==> src/hw/sdp_pkg.sv <==
// Constants and types for the SDRAM pin interface
`default_nettype none
package sdp_pkg;
   // Widths
   localparam int ADDR_W = 13;
   localparam int BANK_W = 2;
   localparam int DATA_W = 64;
   localparam int MASK_W = 8;
   localparam int ROWS = 6;
   localparam int ROW_IDX_W = 3;
   localparam int CNT_W = 4;
   localparam int FIFO_DEPTH = 8;
   // Pin field positions
   localparam int INV_LO = 4;
   localparam int INV_HI = 7;
   localparam int STRAP_BIT = 5;
   localparam int AUTO_PRE_BIT = 10;
   // Timing in ns and derived cycle counts
   localparam int CLK_PERIOD_NS = 25;
   localparam int T_RCD_NS = 20;
   localparam int T_RP_NS = 20;
   localparam int T_WR_NS = 15;
   localparam int T_RFC_NS = 70;
   localparam int T_XSR_NS = 75;
   localparam int T_MRD_NS = 30;
   localparam logic [CNT_W-1:0] RCD_CYC = CNT_W'((T_RCD_NS + CLK_PERIOD_NS - 1) / CLK_PERIOD_NS);
   localparam logic [CNT_W-1:0] RP_CYC = CNT_W'((T_RP_NS + CLK_PERIOD_NS - 1) / CLK_PERIOD_NS);
   localparam logic [CNT_W-1:0] WR_CYC = CNT_W'((T_WR_NS + CLK_PERIOD_NS - 1) / CLK_PERIOD_NS);
   localparam logic [CNT_W-1:0] RFC_CYC = CNT_W'((T_RFC_NS + CLK_PERIOD_NS - 1) / CLK_PERIOD_NS);
   localparam logic [CNT_W-1:0] XSR_CYC = CNT_W'((T_XSR_NS + CLK_PERIOD_NS - 1) / CLK_PERIOD_NS);
   localparam logic [CNT_W-1:0] MRD_CYC = CNT_W'((T_MRD_NS + CLK_PERIOD_NS - 1) / CLK_PERIOD_NS);
   localparam logic [CNT_W-1:0] BANK_SETUP_CYC = 4'h2;
   localparam logic [CNT_W-1:0] CAS_LAT = 4'h2;
   localparam logic [CNT_W-1:0] SYNC_STAGES = 4'h2;
   localparam logic [CNT_W-1:0] RD_CAP_CYC = CAS_LAT + SYNC_STAGES;
   localparam logic [CNT_W-1:0] STRAP_HOLD_CYC = 4'h2;
   // Command encodings {row strobe, column strobe, write enable}, active low
   localparam logic [2:0] CMD_NOP = 3'h7;
   localparam logic [2:0] CMD_ACT = 3'h3;
   localparam logic [2:0] CMD_RD = 3'h5;
   localparam logic [2:0] CMD_WR = 3'h4;
   localparam logic [2:0] CMD_PRE = 3'h2;
   localparam logic [2:0] CMD_REF = 3'h1;
   localparam logic [2:0] CMD_MRS = 3'h0;
   // Mode word: burst of one, latency two
   localparam logic [ADDR_W-1:0] MODE_WORD = 13'h0020;
   localparam logic [MASK_W-1:0] MASK_OFF = 8'hff;
   localparam logic [ROWS-1:0] ROWS_ALL = 6'h3f;
   localparam logic [ROWS-1:0] ROWS_NONE = 6'h00;
   // Controller states
   typedef enum logic [3:0] {
      ST_INIT_PRE, ST_INIT_REF, ST_INIT_MRS, ST_IDLE, ST_SETUP, ST_RCD,
      ST_RDCAP, ST_WAIT, ST_REF, ST_SR_ENTER, ST_SELF, ST_INIT_WAIT, ST_INIT_WAIT2
   } sdp_state_t;
endpackage
`default_nettype wire

==> src/hw/sdp_stream_if.sv <==
// Valid/ready word stream between the controller and its FIFO
`timescale 1ns/10ps
`default_nettype none
interface sdp_stream_if #(parameter int WIDTH = 64);
   logic valid;
   logic ready;
   logic [WIDTH-1:0] data;
   modport source (output valid, output data, input ready);
   modport sink (input valid, input data, output ready);
endinterface // sdp_stream_if
`default_nettype wire

==> src/hw/sdp_pin_ctrl.sv <==
// SDRAM pin-level controller with strap capture and read FIFO
`timescale 1ns/10ps
`default_nettype none
module sdp_pin_ctrl (
   // Clock and reset
   input wire logic clk_in,
   input wire logic arst_n_in,
   // Access requests
   input wire logic req_valid_in,
   output logic req_ready_out,
   input wire logic req_write_in,
   input wire logic [sdp_pkg::ROW_IDX_W-1:0] req_row_in,
   input wire logic [sdp_pkg::BANK_W-1:0] req_bank_in,
   input wire logic [sdp_pkg::ADDR_W-1:0] req_row_addr_in,
   input wire logic [sdp_pkg::ADDR_W-1:0] req_col_addr_in,
   input wire logic [sdp_pkg::DATA_W-1:0] req_wdata_in,
   input wire logic [sdp_pkg::MASK_W-1:0] req_byte_en_in,
   // Refresh and suspend
   input wire logic refresh_req_in,
   output logic refresh_ack_out,
   input wire logic suspend_in,
   output logic suspended_out,
   // Read data
   output logic rd_valid_out,
   input wire logic rd_ready_in,
   output logic [sdp_pkg::DATA_W-1:0] rd_data_out,
   // Processor reset and strap
   input wire logic cpu_reset_n_in,
   input wire logic strap_in,
   output logic cpu_address_bus_15_out,
   output logic cpu_address_bus_15_oe_out,
   // SDRAM pins
   output logic [sdp_pkg::ADDR_W-1:0] mem_addr_primary_out,
   output logic [sdp_pkg::INV_HI-sdp_pkg::INV_LO:0] mem_addr_inv_copy_b_out,
   output logic [sdp_pkg::INV_HI-sdp_pkg::INV_LO:0] mem_addr_inv_copy_c_out,
   output logic [sdp_pkg::BANK_W-1:0] mem_bank_select_out,
   input wire logic [sdp_pkg::DATA_W-1:0] mem_data_bus_in,
   output logic [sdp_pkg::DATA_W-1:0] mem_data_bus_out,
   output logic mem_data_bus_oe_out,
   output logic [sdp_pkg::MASK_W-1:0] mem_data_mask_out,
   output logic [sdp_pkg::ROWS-1:0] mem_row_select_a_n_out,
   output logic [sdp_pkg::ROWS-1:0] mem_row_select_b_n_out,
   output logic mem_row_strobe_n_out,
   output logic mem_col_strobe_n_out,
   output logic mem_write_enable_n_out,
   output logic [sdp_pkg::ROWS-1:0] mem_row_clock_enable_out
);
   sdp_pkg::sdp_state_t state, next_state;
   logic [sdp_pkg::CNT_W-1:0] cnt, next_cnt;
   logic [2:0] cmd, next_cmd;
   logic [sdp_pkg::ADDR_W-1:0] addr, next_addr;
   logic [sdp_pkg::BANK_W-1:0] bank, next_bank;
   logic [sdp_pkg::ROWS-1:0] next_sel, cs_n, cke, next_cke;
   logic [sdp_pkg::MASK_W-1:0] dqm, next_dqm;
   logic doe, next_doe;
   logic [sdp_pkg::DATA_W-1:0] dout, next_dout;
   logic ref_ack, next_ref_ack;
   // Latched request
   logic op_write;
   logic [sdp_pkg::ROWS-1:0] op_row;
   logic [sdp_pkg::ADDR_W-1:0] op_row_addr;
   logic [sdp_pkg::ADDR_W-1:0] op_col_addr;
   logic [sdp_pkg::DATA_W-1:0] op_wdata;
   logic [sdp_pkg::MASK_W-1:0] op_byte_en;
   // Synchronisers
   logic [sdp_pkg::DATA_W-1:0] data_sync1, data_sync2;
   logic cpu_rst_sync1, cpu_rst_sync2;
   logic strap_sync1, strap_sync2, strap_val;
   logic [sdp_pkg::CNT_W-1:0] hold_cnt;
   logic a15_oe;
   // Read data stream into the FIFO
   sdp_stream_if #(.WIDTH(sdp_pkg::DATA_W)) push_bus ();
   sdp_stream_if #(.WIDTH(sdp_pkg::DATA_W)) pop_bus ();
   sdp_fifo #(
      .WIDTH(sdp_pkg::DATA_W),
      .DEPTH(sdp_pkg::FIFO_DEPTH)
   ) u_rd_fifo (
      .clk_in(clk_in),
      .arst_n_in(arst_n_in),
      .push_if(push_bus),
      .pop_if(pop_bus)
   );
   assign push_bus.valid = (state == sdp_pkg::ST_RDCAP) && (cnt == '0);
   assign push_bus.data = data_sync2;
   assign rd_valid_out = pop_bus.valid;
   assign rd_data_out = pop_bus.data;
   assign pop_bus.ready = rd_ready_in;
   // Decodes
   wire idle_free = (state == sdp_pkg::ST_IDLE) && (cnt == '0);
   wire room_ok = req_write_in || push_bus.ready;
   wire [sdp_pkg::ROWS-1:0] req_row_hot = sdp_pkg::ROWS'(1) << req_row_in;
   wire bank_change = (next_bank != bank);
   wire cmd_idle = (next_cmd == sdp_pkg::CMD_NOP);
   wire [sdp_pkg::ROWS-1:0] next_cs_n = (bank_change || cmd_idle) ? sdp_pkg::ROWS_ALL : ~next_sel;
   wire cnt_zero = (cnt == '0);
   wire [sdp_pkg::CNT_W-1:0] cnt_dec = cnt_zero ? cnt : cnt - sdp_pkg::CNT_W'(1);
   assign req_ready_out = idle_free && !suspend_in && !refresh_req_in && room_ok;
   assign refresh_ack_out = ref_ack;
   assign suspended_out = (state == sdp_pkg::ST_SELF);
   // Pin outputs
   assign mem_addr_primary_out = addr;
   assign mem_addr_inv_copy_b_out = ~addr[sdp_pkg::INV_HI:sdp_pkg::INV_LO];
   assign mem_addr_inv_copy_c_out = ~addr[sdp_pkg::INV_HI:sdp_pkg::INV_LO];
   assign mem_bank_select_out = bank;
   assign mem_row_select_a_n_out = cs_n;
   assign mem_row_select_b_n_out = cs_n;
   assign mem_row_strobe_n_out = cmd[2];
   assign mem_col_strobe_n_out = cmd[1];
   assign mem_write_enable_n_out = cmd[0];
   assign mem_row_clock_enable_out = cke;
   assign mem_data_mask_out = dqm;
   assign mem_data_bus_oe_out = doe;
   assign mem_data_bus_out = dout;
   assign cpu_address_bus_15_out = strap_val;
   assign cpu_address_bus_15_oe_out = a15_oe;
   // Next-state logic
   always_comb begin
      next_state = state;
      next_cnt = cnt_dec;
      next_cmd = sdp_pkg::CMD_NOP;
      next_addr = addr;
      next_bank = bank;
      next_sel = sdp_pkg::ROWS_NONE;
      next_cke = cke;
      next_dqm = sdp_pkg::MASK_OFF;
      next_doe = 1'b0;
      next_dout = dout;
      next_ref_ack = 1'b0;
      case (state)
         sdp_pkg::ST_INIT_PRE: begin
            next_cmd = sdp_pkg::CMD_PRE;
            next_addr[sdp_pkg::AUTO_PRE_BIT] = 1'b1;
            next_sel = sdp_pkg::ROWS_ALL;
            next_cnt = sdp_pkg::RP_CYC;
            next_state = sdp_pkg::ST_INIT_WAIT;
         end
         sdp_pkg::ST_INIT_WAIT: begin
            if (cnt_zero) begin
               next_state = sdp_pkg::ST_INIT_REF;
            end
         end
         sdp_pkg::ST_INIT_REF: begin
            next_cmd = sdp_pkg::CMD_REF;
            next_sel = sdp_pkg::ROWS_ALL;
            next_cnt = sdp_pkg::RFC_CYC;
            next_state = sdp_pkg::ST_INIT_WAIT2;
         end
         sdp_pkg::ST_INIT_WAIT2: begin
            if (cnt_zero) begin
               next_state = sdp_pkg::ST_INIT_MRS;
            end
         end
         sdp_pkg::ST_INIT_MRS: begin
            next_cmd = sdp_pkg::CMD_MRS;
            next_addr = sdp_pkg::MODE_WORD;
            next_sel = sdp_pkg::ROWS_ALL;
            next_cnt = sdp_pkg::MRD_CYC;
            next_state = sdp_pkg::ST_IDLE;
         end
         sdp_pkg::ST_IDLE: begin
            if (cnt_zero) begin
               next_cke = sdp_pkg::ROWS_NONE;
               if (suspend_in) begin
                  next_cke = sdp_pkg::ROWS_ALL;
                  next_state = sdp_pkg::ST_SR_ENTER;
               end else if (refresh_req_in) begin
                  next_cke = sdp_pkg::ROWS_ALL;
                  next_state = sdp_pkg::ST_REF;
               end else if (req_valid_in && room_ok) begin
                  next_bank = req_bank_in;
                  next_cke = req_row_hot;
                  next_cnt = sdp_pkg::BANK_SETUP_CYC - sdp_pkg::CNT_W'(1);
                  next_state = sdp_pkg::ST_SETUP;
               end
            end
         end
         sdp_pkg::ST_SETUP: begin
            if (cnt_zero) begin
               next_cmd = sdp_pkg::CMD_ACT;
               next_addr = op_row_addr;
               next_sel = op_row;
               next_cnt = sdp_pkg::RCD_CYC - sdp_pkg::CNT_W'(1);
               next_state = sdp_pkg::ST_RCD;
            end
         end
         sdp_pkg::ST_RCD: begin
            if (cnt_zero) begin
               next_addr = op_col_addr;
               next_addr[sdp_pkg::AUTO_PRE_BIT] = 1'b1;
               next_sel = op_row;
               if (op_write) begin
                  next_cmd = sdp_pkg::CMD_WR;
                  next_doe = 1'b1;
                  next_dout = op_wdata;
                  next_dqm = ~op_byte_en;
                  next_cnt = sdp_pkg::WR_CYC + sdp_pkg::RP_CYC;
                  next_state = sdp_pkg::ST_WAIT;
               end else begin
                  next_cmd = sdp_pkg::CMD_RD;
                  next_dqm = ~sdp_pkg::MASK_OFF;
                  next_cnt = sdp_pkg::RD_CAP_CYC;
                  next_state = sdp_pkg::ST_RDCAP;
               end
            end
         end
         sdp_pkg::ST_RDCAP: begin
            next_dqm = ~sdp_pkg::MASK_OFF;
            if (cnt_zero) begin
               next_cnt = sdp_pkg::RP_CYC;
               next_state = sdp_pkg::ST_WAIT;
            end
         end
         sdp_pkg::ST_REF: begin
            next_cmd = sdp_pkg::CMD_REF;
            next_sel = sdp_pkg::ROWS_ALL;
            next_ref_ack = 1'b1;
            next_cnt = sdp_pkg::RFC_CYC;
            next_state = sdp_pkg::ST_WAIT;
         end
         sdp_pkg::ST_WAIT: begin
            if (cnt_zero) begin
               next_state = sdp_pkg::ST_IDLE;
            end
         end
         sdp_pkg::ST_SR_ENTER: begin
            next_cmd = sdp_pkg::CMD_REF;
            next_sel = sdp_pkg::ROWS_ALL;
            next_cke = sdp_pkg::ROWS_NONE;
            next_state = sdp_pkg::ST_SELF;
         end
         sdp_pkg::ST_SELF: begin
            if (!suspend_in) begin
               next_cke = sdp_pkg::ROWS_ALL;
               next_cnt = sdp_pkg::XSR_CYC;
               next_state = sdp_pkg::ST_WAIT;
            end
         end
         default: begin
            next_state = sdp_pkg::ST_INIT_PRE;
         end
      endcase
   end
   // Controller and pin registers
   always_ff @(posedge clk_in or negedge arst_n_in) begin
      if (!arst_n_in) begin
         state <= sdp_pkg::ST_INIT_PRE;
         cnt <= '0;
         cmd <= sdp_pkg::CMD_NOP;
         addr <= '0;
         bank <= '0;
         cs_n <= sdp_pkg::ROWS_ALL;
         cke <= sdp_pkg::ROWS_ALL;
         dqm <= sdp_pkg::MASK_OFF;
         doe <= 1'b0;
         dout <= '0;
         ref_ack <= 1'b0;
      end else begin
         state <= next_state;
         cnt <= next_cnt;
         cmd <= next_cmd;
         addr <= next_addr;
         bank <= next_bank;
         cs_n <= next_cs_n;
         cke <= next_cke;
         dqm <= next_dqm;
         doe <= next_doe;
         dout <= next_dout;
         ref_ack <= next_ref_ack;
      end
   end
   // Request capture
   always_ff @(posedge clk_in or negedge arst_n_in) begin
      if (!arst_n_in) begin
         op_write <= 1'b0;
         op_row <= sdp_pkg::ROWS_NONE;
         op_row_addr <= '0;
         op_col_addr <= '0;
         op_wdata <= '0;
         op_byte_en <= '0;
      end else if (req_valid_in && req_ready_out) begin
         op_write <= req_write_in;
         op_row <= req_row_hot;
         op_row_addr <= req_row_addr_in;
         op_col_addr <= req_col_addr_in;
         op_wdata <= req_wdata_in;
         op_byte_en <= req_byte_en_in;
      end
   end
   // Pin synchronisers
   always_ff @(posedge clk_in or negedge arst_n_in) begin
      if (!arst_n_in) begin
         data_sync1 <= '0;
         data_sync2 <= '0;
         cpu_rst_sync1 <= 1'b0;
         cpu_rst_sync2 <= 1'b0;
         strap_sync1 <= 1'b1;
         strap_sync2 <= 1'b1;
      end else begin
         data_sync1 <= mem_data_bus_in;
         data_sync2 <= data_sync1;
         cpu_rst_sync1 <= cpu_reset_n_in;
         cpu_rst_sync2 <= cpu_rst_sync1;
         strap_sync1 <= strap_in;
         strap_sync2 <= strap_sync1;
      end
   end
   // Strap capture and processor address bit 15 drive
   always_ff @(posedge clk_in or negedge arst_n_in) begin
      if (!arst_n_in) begin
         strap_val <= 1'b1;
         hold_cnt <= sdp_pkg::STRAP_HOLD_CYC;
         a15_oe <= 1'b1;
      end else if (!cpu_rst_sync2) begin
         strap_val <= strap_sync2;
         hold_cnt <= sdp_pkg::STRAP_HOLD_CYC;
         a15_oe <= 1'b1;
      end else begin
         hold_cnt <= (hold_cnt == '0) ? hold_cnt : hold_cnt - sdp_pkg::CNT_W'(1);
         a15_oe <= (hold_cnt != '0);
      end
   end
endmodule // sdp_pin_ctrl
`default_nettype wire

==> src/hw/sdp_fifo.sv <==
// Read-data FIFO with parameter width and depth
`timescale 1ns/10ps
`default_nettype none
module sdp_fifo #(
   parameter int WIDTH = 64,
   parameter int DEPTH = 8
) (
   // Clock and reset
   input wire logic clk_in,
   input wire logic arst_n_in,
   // Streams
   sdp_stream_if.sink push_if,
   sdp_stream_if.source pop_if
);
   localparam int PW = $clog2(DEPTH);
   localparam int CW = $clog2(DEPTH + 1);
   logic [WIDTH-1:0] mem [DEPTH];
   logic [PW-1:0] wr_ptr;
   logic [PW-1:0] rd_ptr;
   logic [CW-1:0] count;
   wire do_push = push_if.valid && push_if.ready;
   wire do_pop = pop_if.valid && pop_if.ready;
   assign push_if.ready = (count != CW'(DEPTH));
   assign pop_if.valid = (count != '0);
   assign pop_if.data = mem[rd_ptr];
   always_ff @(posedge clk_in or negedge arst_n_in) begin
      if (!arst_n_in) begin
         wr_ptr <= '0;
         rd_ptr <= '0;
         count <= '0;
      end else begin
         if (do_push) begin
            wr_ptr <= (wr_ptr == PW'(DEPTH - 1)) ? '0 : wr_ptr + PW'(1);
         end
         if (do_pop) begin
            rd_ptr <= (rd_ptr == PW'(DEPTH - 1)) ? '0 : rd_ptr + PW'(1);
         end
         count <= count + CW'(do_push) - CW'(do_pop);
      end
   end
   always_ff @(posedge clk_in) begin
      if (do_push) begin
         mem[wr_ptr] <= push_if.data;
      end
   end
endmodule // sdp_fifo
`default_nettype wire

==> config.mk <==
export PLATFORM = sky130hd
export DESIGN_NAME = sdp_pin_ctrl
export DESIGN_NICKNAME = d
export VERILOG_FILES = /design/src/hw/sdp_pkg.sv /design/src/hw/sdp_stream_if.sv /design/src/hw/sdp_pin_ctrl.sv /design/src/hw/sdp_fifo.sv
export SDC_FILE = /design/constraint.sdc
export NUM_CORES = 1
export LEC_CHECK = 0
export BUFFER_PORTS_ARGS = -buffer_cell sky130_fd_sc_hd__buf_2
export CAP_MARGIN = 10
export CORE_MARGIN = 3
export CORE_UTILIZATION = 62
export CTS_CLUSTER_DIAMETER = 50
export DETAILED_ROUTE_END_ITERATION = 8
export PLACE_DENSITY = 0.84
export SYNTH_ARGS = -nofsm -noshare
export SYNTH_HDL_FRONTEND = slang
export SYNTH_SLANG_ARGS = --single-unit
==> constraint.sdc <==
create_clock -name clk_in -period 10.77 [get_ports clk_in]
set_input_delay 2.154 -clock clk_in [delete_from_list [all_inputs] [get_ports clk_in]]
set_output_delay 2.154 -clock clk_in [all_outputs]
set_load 0.03 [all_outputs]
==> metrics.cfg, run 1 <==
[power]
switching_share_pct=30.57
ir_worst_vdd_mv=0.2089
p_clk_share_pct=31.9
fin_total_pwr_mw=9.885
p_leak_nw=15.02
seq_power_share_pct=42.6
p_switching_mw=3.022
p_per_area_nw_per_um2=261.8
power_frac_comb_pct=25.5
p_int_mw=6.863

[sta]
hold_viol=0
finalMaxSlewViolations=0
period_needed_ns=5.757
setup_tns_ns=0
worst_pin_slew_ns=1.136
max_freq_mhz=173.7
skew_ns=0.01923
slew_headroom_pct=24.28
fin_crit_sh_pct=53.45
holdWs_ns=0.3462
rsz0062_at_grt=false
setup_viol=0

[run_status]
status=complete, no violations

[setup_path]
path_class=register to output pin
cpMaxStageDelayCell=dfrtp_4
timing.rr.start=state[1]
max_stage_delay_ns=0.99
crit_path_start_kind=register
arrival_ns=3.60
crit_fanout=76
startpoint=u_rd_fifo.rd_ptr[1]
path_depth=4
ff2ff_path_depth=6
cp.required_ns=8.62
critPathBufInv=2
cpLargestDelayFamily=buffers and inverters
cp-endpoint=rd_data_out[1]
cp-end-kind=output pin
cp_cell_sequence=buf_4 -> mux4_2 -> mux2_2 -> buf_2
r2r_end=u_rd_fifo.mem[1][4]
regToRegSetupSlack_ns=6.96

[clock_network]
cts-hold-fix-buffers=0
numCtsBuffers=87
postCtsSetupRepairBufs=0
clk_pin_slew_ns=0.06
root_buffer=clkbuf_16
htreeDepth=3
clockBufferDepth=3
cts_resized=0
clock_latency_ns=0.63
cts_tree=built
cts_sinks=876

[yosys]
syn_area_um2=32150
yosys-top-cells-area=edfxtp_1, dfrtp_1, mux4_2
synth_common_cells=edfxtp_1, dfrtp_1, mux2_2
yosysSeqAreaShare_pct=76.27
yosysMostFrequentCell=edfxtp_1
synth_area_leader_cell=edfxtp_1
syn-instance-count=1568
synthArstFlopShare_pct=41.55
yosysUniqueCellTypes=68
synth_edf_count=512
synth_top_area_share_pct=47.83
ys.flop_type=edfxtp_1
ys_seq_elements=876
yosysWarnings=0
syn_nets=1757
synth_area_per_cell_um2=20.50

[grt]
grt_pass1_wl_um=108800
grt_max_degree=170
antenna_found_initial=11
grt_pass1_vias=17960
grt_use_total_pct=27.07
overflow=0

[routing]
drc_errors=0
wl_met3_um=6194
drtIter0Drc=1368
met1_length_um=26750
routed_wl_um=72010
antenna_left=0
vias=16393
met2_length_um=36700
highest_layer=met5
drt_pass1_iterations=7
vias_per_cell=6.042
wire_per_inst_um=26.54

[die]
die_w_um=233.7
die-area_um2=54620
start_util_pct=63.43
fp-row-count=82
pin_count=363
core_um2=50680
die_h_um=233.7

[place]
gp_congestion=0.8603
io_buffer_count=361
hpwlAfterDp_um=39460

[finish]
synthToLayoutAreaGrowth_pct=17.46
drive_gt1_share_pct=45.21
nets=2152
fill_cells=2774

[hold_path]
min_path_cells=0
min_path_type=register to register

[run]
drv_cap=0

[layout by cell type, fill, tap and decap left out, types with 5 or more instances in the layout]
| master | synthesis | final |
|---|---|---|
| a22o_1 | 8 | 8 |
| edfxtp_1 | 512 | 512 |
| clkbuf_8 | 0 | 11 |
| mux2_2 | 207 | 207 |
| o22ai_1 | 5 | 5 |
| nand2b_1 | 11 | 11 |
| clkbuf_1 | 33 | 9 |
| clkbuf_16 | 0 | 90 |
| dfrtp_1 | 336 | 333 |
| bufinv_16 | 0 | 11 |
| inv_1 | 23 | 23 |
| clkinv_1 | 1 | 10 |
| dfstp_2 | 28 | 28 |
| nor3_1 | 10 | 8 |
| o21ai_0 | 17 | 17 |
| nor2b_1 | 7 | 7 |
| nand3_1 | 7 | 6 |
| mux4_2 | 128 | 128 |
| mux2_1 | 40 | 40 |
| mux2i_1 | 5 | 5 |
| a22oi_1 | 6 | 6 |
| clkinv_2 | 0 | 20 |
| clkinv_4 | 0 | 5 |
| ha_1 | 12 | 12 |
| inv_6 | 0 | 5 |
| buf_2 | 27 | 360 |
| a21oi_1 | 18 | 18 |
| nor2_4 | 0 | 6 |
| nand2_1 | 16 | 16 |
| nor2_1 | 27 | 21 |
| buf_4 | 11 | 25 |
[cells by family after synthesis]
kind of cell	Yosys count	share of synthesized area, %
multiplexers	381	17.82
buffers and inverters	106	1.592
AND/OR/NAND/NOR	103	1.814
flip-flops	876	76.27
AO/OA/AOI/OAI	86	1.888
adder cells (fa/ha/maj)	14	0.5605
XOR/XNOR	2	0.05450
[through the flow]
stage | instances | instance area (um^2) | setup WS, ns | util, %
2_1_floorplan | 1568 | 32150 | 4.168 | -
3_3_place_gp | 2545 | 34700 | 5.364 | 68.46
3_5_place_dp | 2545 | 34700 | 5.362 | 68.46
4_1_cts | 2708 | 37720 | 4.821 | 74.43
5_1_grt | 2710 | 37750 | 4.843 | 74.49
6_report | 2713 | 37760 | 5.013 | 74.50
[how the worst min path moves through the flow]
stage,from,to
4_1_cts,data_sync1[51],data_sync2[51]
2_1_floorplan,cpu_rst_sync1,cpu_rst_sync2
3_5_place_dp,data_sync1[10],data_sync2[10]
3_3_place_gp,data_sync1[51],data_sync2[51]
5_1_grt,data_sync1[60],data_sync2[60]
6_report,data_sync1[58],data_sync2[58]
[power by group through the flow]
stage | clock (mW) | sequential (mW) | combinational [mW]
floorplan | 0 | 4.19 | 1.87
global placement | 0 | 4.24 | 2.42
detailed placement | 0 | 4.27 | 2.48
CTS | 3.22 | 4.21 | 2.53
global route | 3.34 | 4.25 | 2.67
finish | 3.16 | 4.21 | 2.52
[registers in the layout, summed over array words and instances (netlist names), 6 cells and up]
signal and flops:
u_rd_fifo.mem 512, op_row 6, data_sync2 64, data_sync1 64
mem_row_clock_enable_out 6, mem_data_bus_out 64, mem_row_select_a_n_out 6, op_byte_en 8
mem_addr_primary_out 13, op_col_addr 12, mem_data_mask_out 8, op_row_addr 13
op_wdata 64
[per-layer routing]
metal / vias up / track usage [%]
met5: - / 0
met4: 16 / 9.239
met3: 170 / 8.159
met2: 776 / 45.41
met1: 8538 / 34.15
li1: 6893 / -
[layout make-up]
cell class	instances	area (um^2)	share of cell area, %
repair buffers	388	2052	5.434
flip-flops and latches	876	24530	64.96
inverters	24	90.09	0.2386
clock buffers	110	2437	6.455
multi-input cells	586	7214	19.11
well taps	672	840.8	2.227
diodes	4	10.01	0.02651
clock inverters	53	586.8	1.554
(Power assumes the default switching activity.)
==> inputs of run 2 (changes only) <==
Settings changed: CORE_UTILIZATION 62 to 58, PLACE_DENSITY 0.84 to 0.79.
Clock period 10.77 ns to 5.96 ns, I/O delays scaled along.
==> run 2 against run 1 <==
Against the previous run:
- final area grew 0.48%
- utilization shrank 4.7 points
- setup slack lost 3.6 ns
- clock power grew 78%
- cell count grew 2.8%
- sequential share of layout area shrank 0.31 points
- hold slack lost 0.0069 ns
- non-clock buffer count shrank 4
- combinational power grew 74%
- global-route usage shrank 3.4 points
- critical path type unchanged
- critical endpoint is now rd_data_out[36]
==> metrics.cfg, run 2 (synthesis gave the netlist of run 1 again) <==
[run_status]
status=complete, no violations

[sta]
max_freq_mhz=221.4
fin_ws_ns=1.443
skew_ns=0.02245
worst_pin_slew_ns=1.130
period_needed_ns=4.517
setup_tns_ns=0
setup_viol=0
rsz0062_at_grt=false
fin_crit_sh_pct=75.79
hold_viol=0
finalMaxSlewViolations=0
slew_headroom_pct=24.67

[finish]
nets=2151
largest_register_ffs=512
regMostFlops=u_rd_fifo.mem
stdcell_count=2788
mostFrequentLayoutCells=edfxtp_1, buf_2, dfrtp_1
design_area_um2=37940
final_common_cell=edfxtp_1
drive_gt1_share_pct=44.80
synthToLayoutAreaGrowth_pct=18.03

[die]
core_um2=54350
die-area_um2=58290
die_h_um=241.4
fp-row-count=85
die_w_um=241.4
start_util_pct=59.15
pin_count=363

[power]
p_leak_nw=15.00
fin_total_pwr_mw=17.71
ir_worst_vdd_mv=0.3333
p_per_area_nw_per_um2=466.6

[routing]
wire_per_inst_um=24.21
drtIter0Drc=1114
antenna_left=0
vias=16078
drt_pass1_iterations=7
routed_wl_um=67500
drc_errors=0
vias_per_cell=5.767

[setup_path]
cp.required_ns=4.77
cp-end-kind=output pin
crit_fanout=53
path_class=register to output pin
arrival_ns=3.32
crit_path_start_kind=register

[grt]
antenna_found_initial=15
grt_pass1_wl_um=103100
grt_use_total_pct=23.71
overflow=0
grt_max_degree=146
grt_pass1_vias=17412

[clock_network]
root_buffer=clkbuf_16
cts_tree=built
cts-hold-fix-buffers=0
cts_sinks=876
clock_latency_ns=0.62
clk_pin_slew_ns=0.06
htreeDepth=3
clockBufferDepth=3
cts_resized=0
postCtsSetupRepairBufs=0
numCtsBuffers=90

[place]
placed_area_um2=34870
gp_congestion=0.8485
hpwlAfterDp_um=39080
dp_cells=2609
dp_slack_ns=2.037
io_buffer_count=361

[run]
drv_cap=0

[hold_path]
min_path_type=register to register

==> run 2: cell count changes in the layout (fill, tap and decap cells not counted), moves of 6 or more <==
cell,previous run,this run
buf_12,1,9
buf_4,25,14
bufinv_16,11,5
clkbuf_1,9,20
clkbuf_16,90,97
clkinv_2,20,12
==> run 2: area by class of cell <==
type,instances,area (um^2)
clock inverters,41,380.4
well taps,739,924.6
flip-flops and latches,876,24530
fillers,3237,16400
repair buffers,384,2102
diodes,9,22.52
multi-input cells,586,7227
clock buffers,129,2668
inverters,24,90.09
==> run 2: layer usage <==
layer	GRT usage (%)	vias up	wire, um
met5	0	-	108
met4	7.478	16	1612
met3	7.582	127	5532
met2	40.58	611	34960
met1	29.10	8417	25290
li1	-	6907	-
==> run 2: metrics by stage <==
stage	utilization [%]	hold slack (ns)
4_1_cts	69.78	0.3424
3_3_place_gp	64.17	0.3318
2_1_floorplan	-	0.3312
5_1_grt	69.80	0.3476
3_5_place_dp	64.17	0.3347
6_report	69.82	0.3393
==> run 2: critical path: stages, from the launching register on <==
cell	delay, ns
dfrtp_4	1.12
buf_12	0.42
mux4_2	0.58
mux2_2	0.32
buf_2	0.19
==> run 2: final timing paths <==
kind / startpoint / endpoint / slack, ns / cells past startpoint
worst max-delay path: u_rd_fifo.rd_ptr[0] / rd_data_out[36] / 1.44 / 4
worst min-delay path: data_sync1[17] / data_sync2[17] / 0.34 / 0
worst max register to register: state[1] / u_rd_fifo.mem[6][21] / 2.13 / 6
worst min register to register: data_sync1[17] / data_sync2[17] / 0.34 / 0
max in group asynchronous: arst_n_in / mem_data_bus_out[18] / 3.88 / 2
min in group asynchronous: arst_n_in / op_wdata[8] / 0.61 / 1
==> run 2: report_power, final <==
group | internal [mW] | switching (mW)
combinational | 1.99 | 2.39
clock | 3.36 | 2.27
sequential | 7.01 | 0.689
total | 12.4 | 5.34
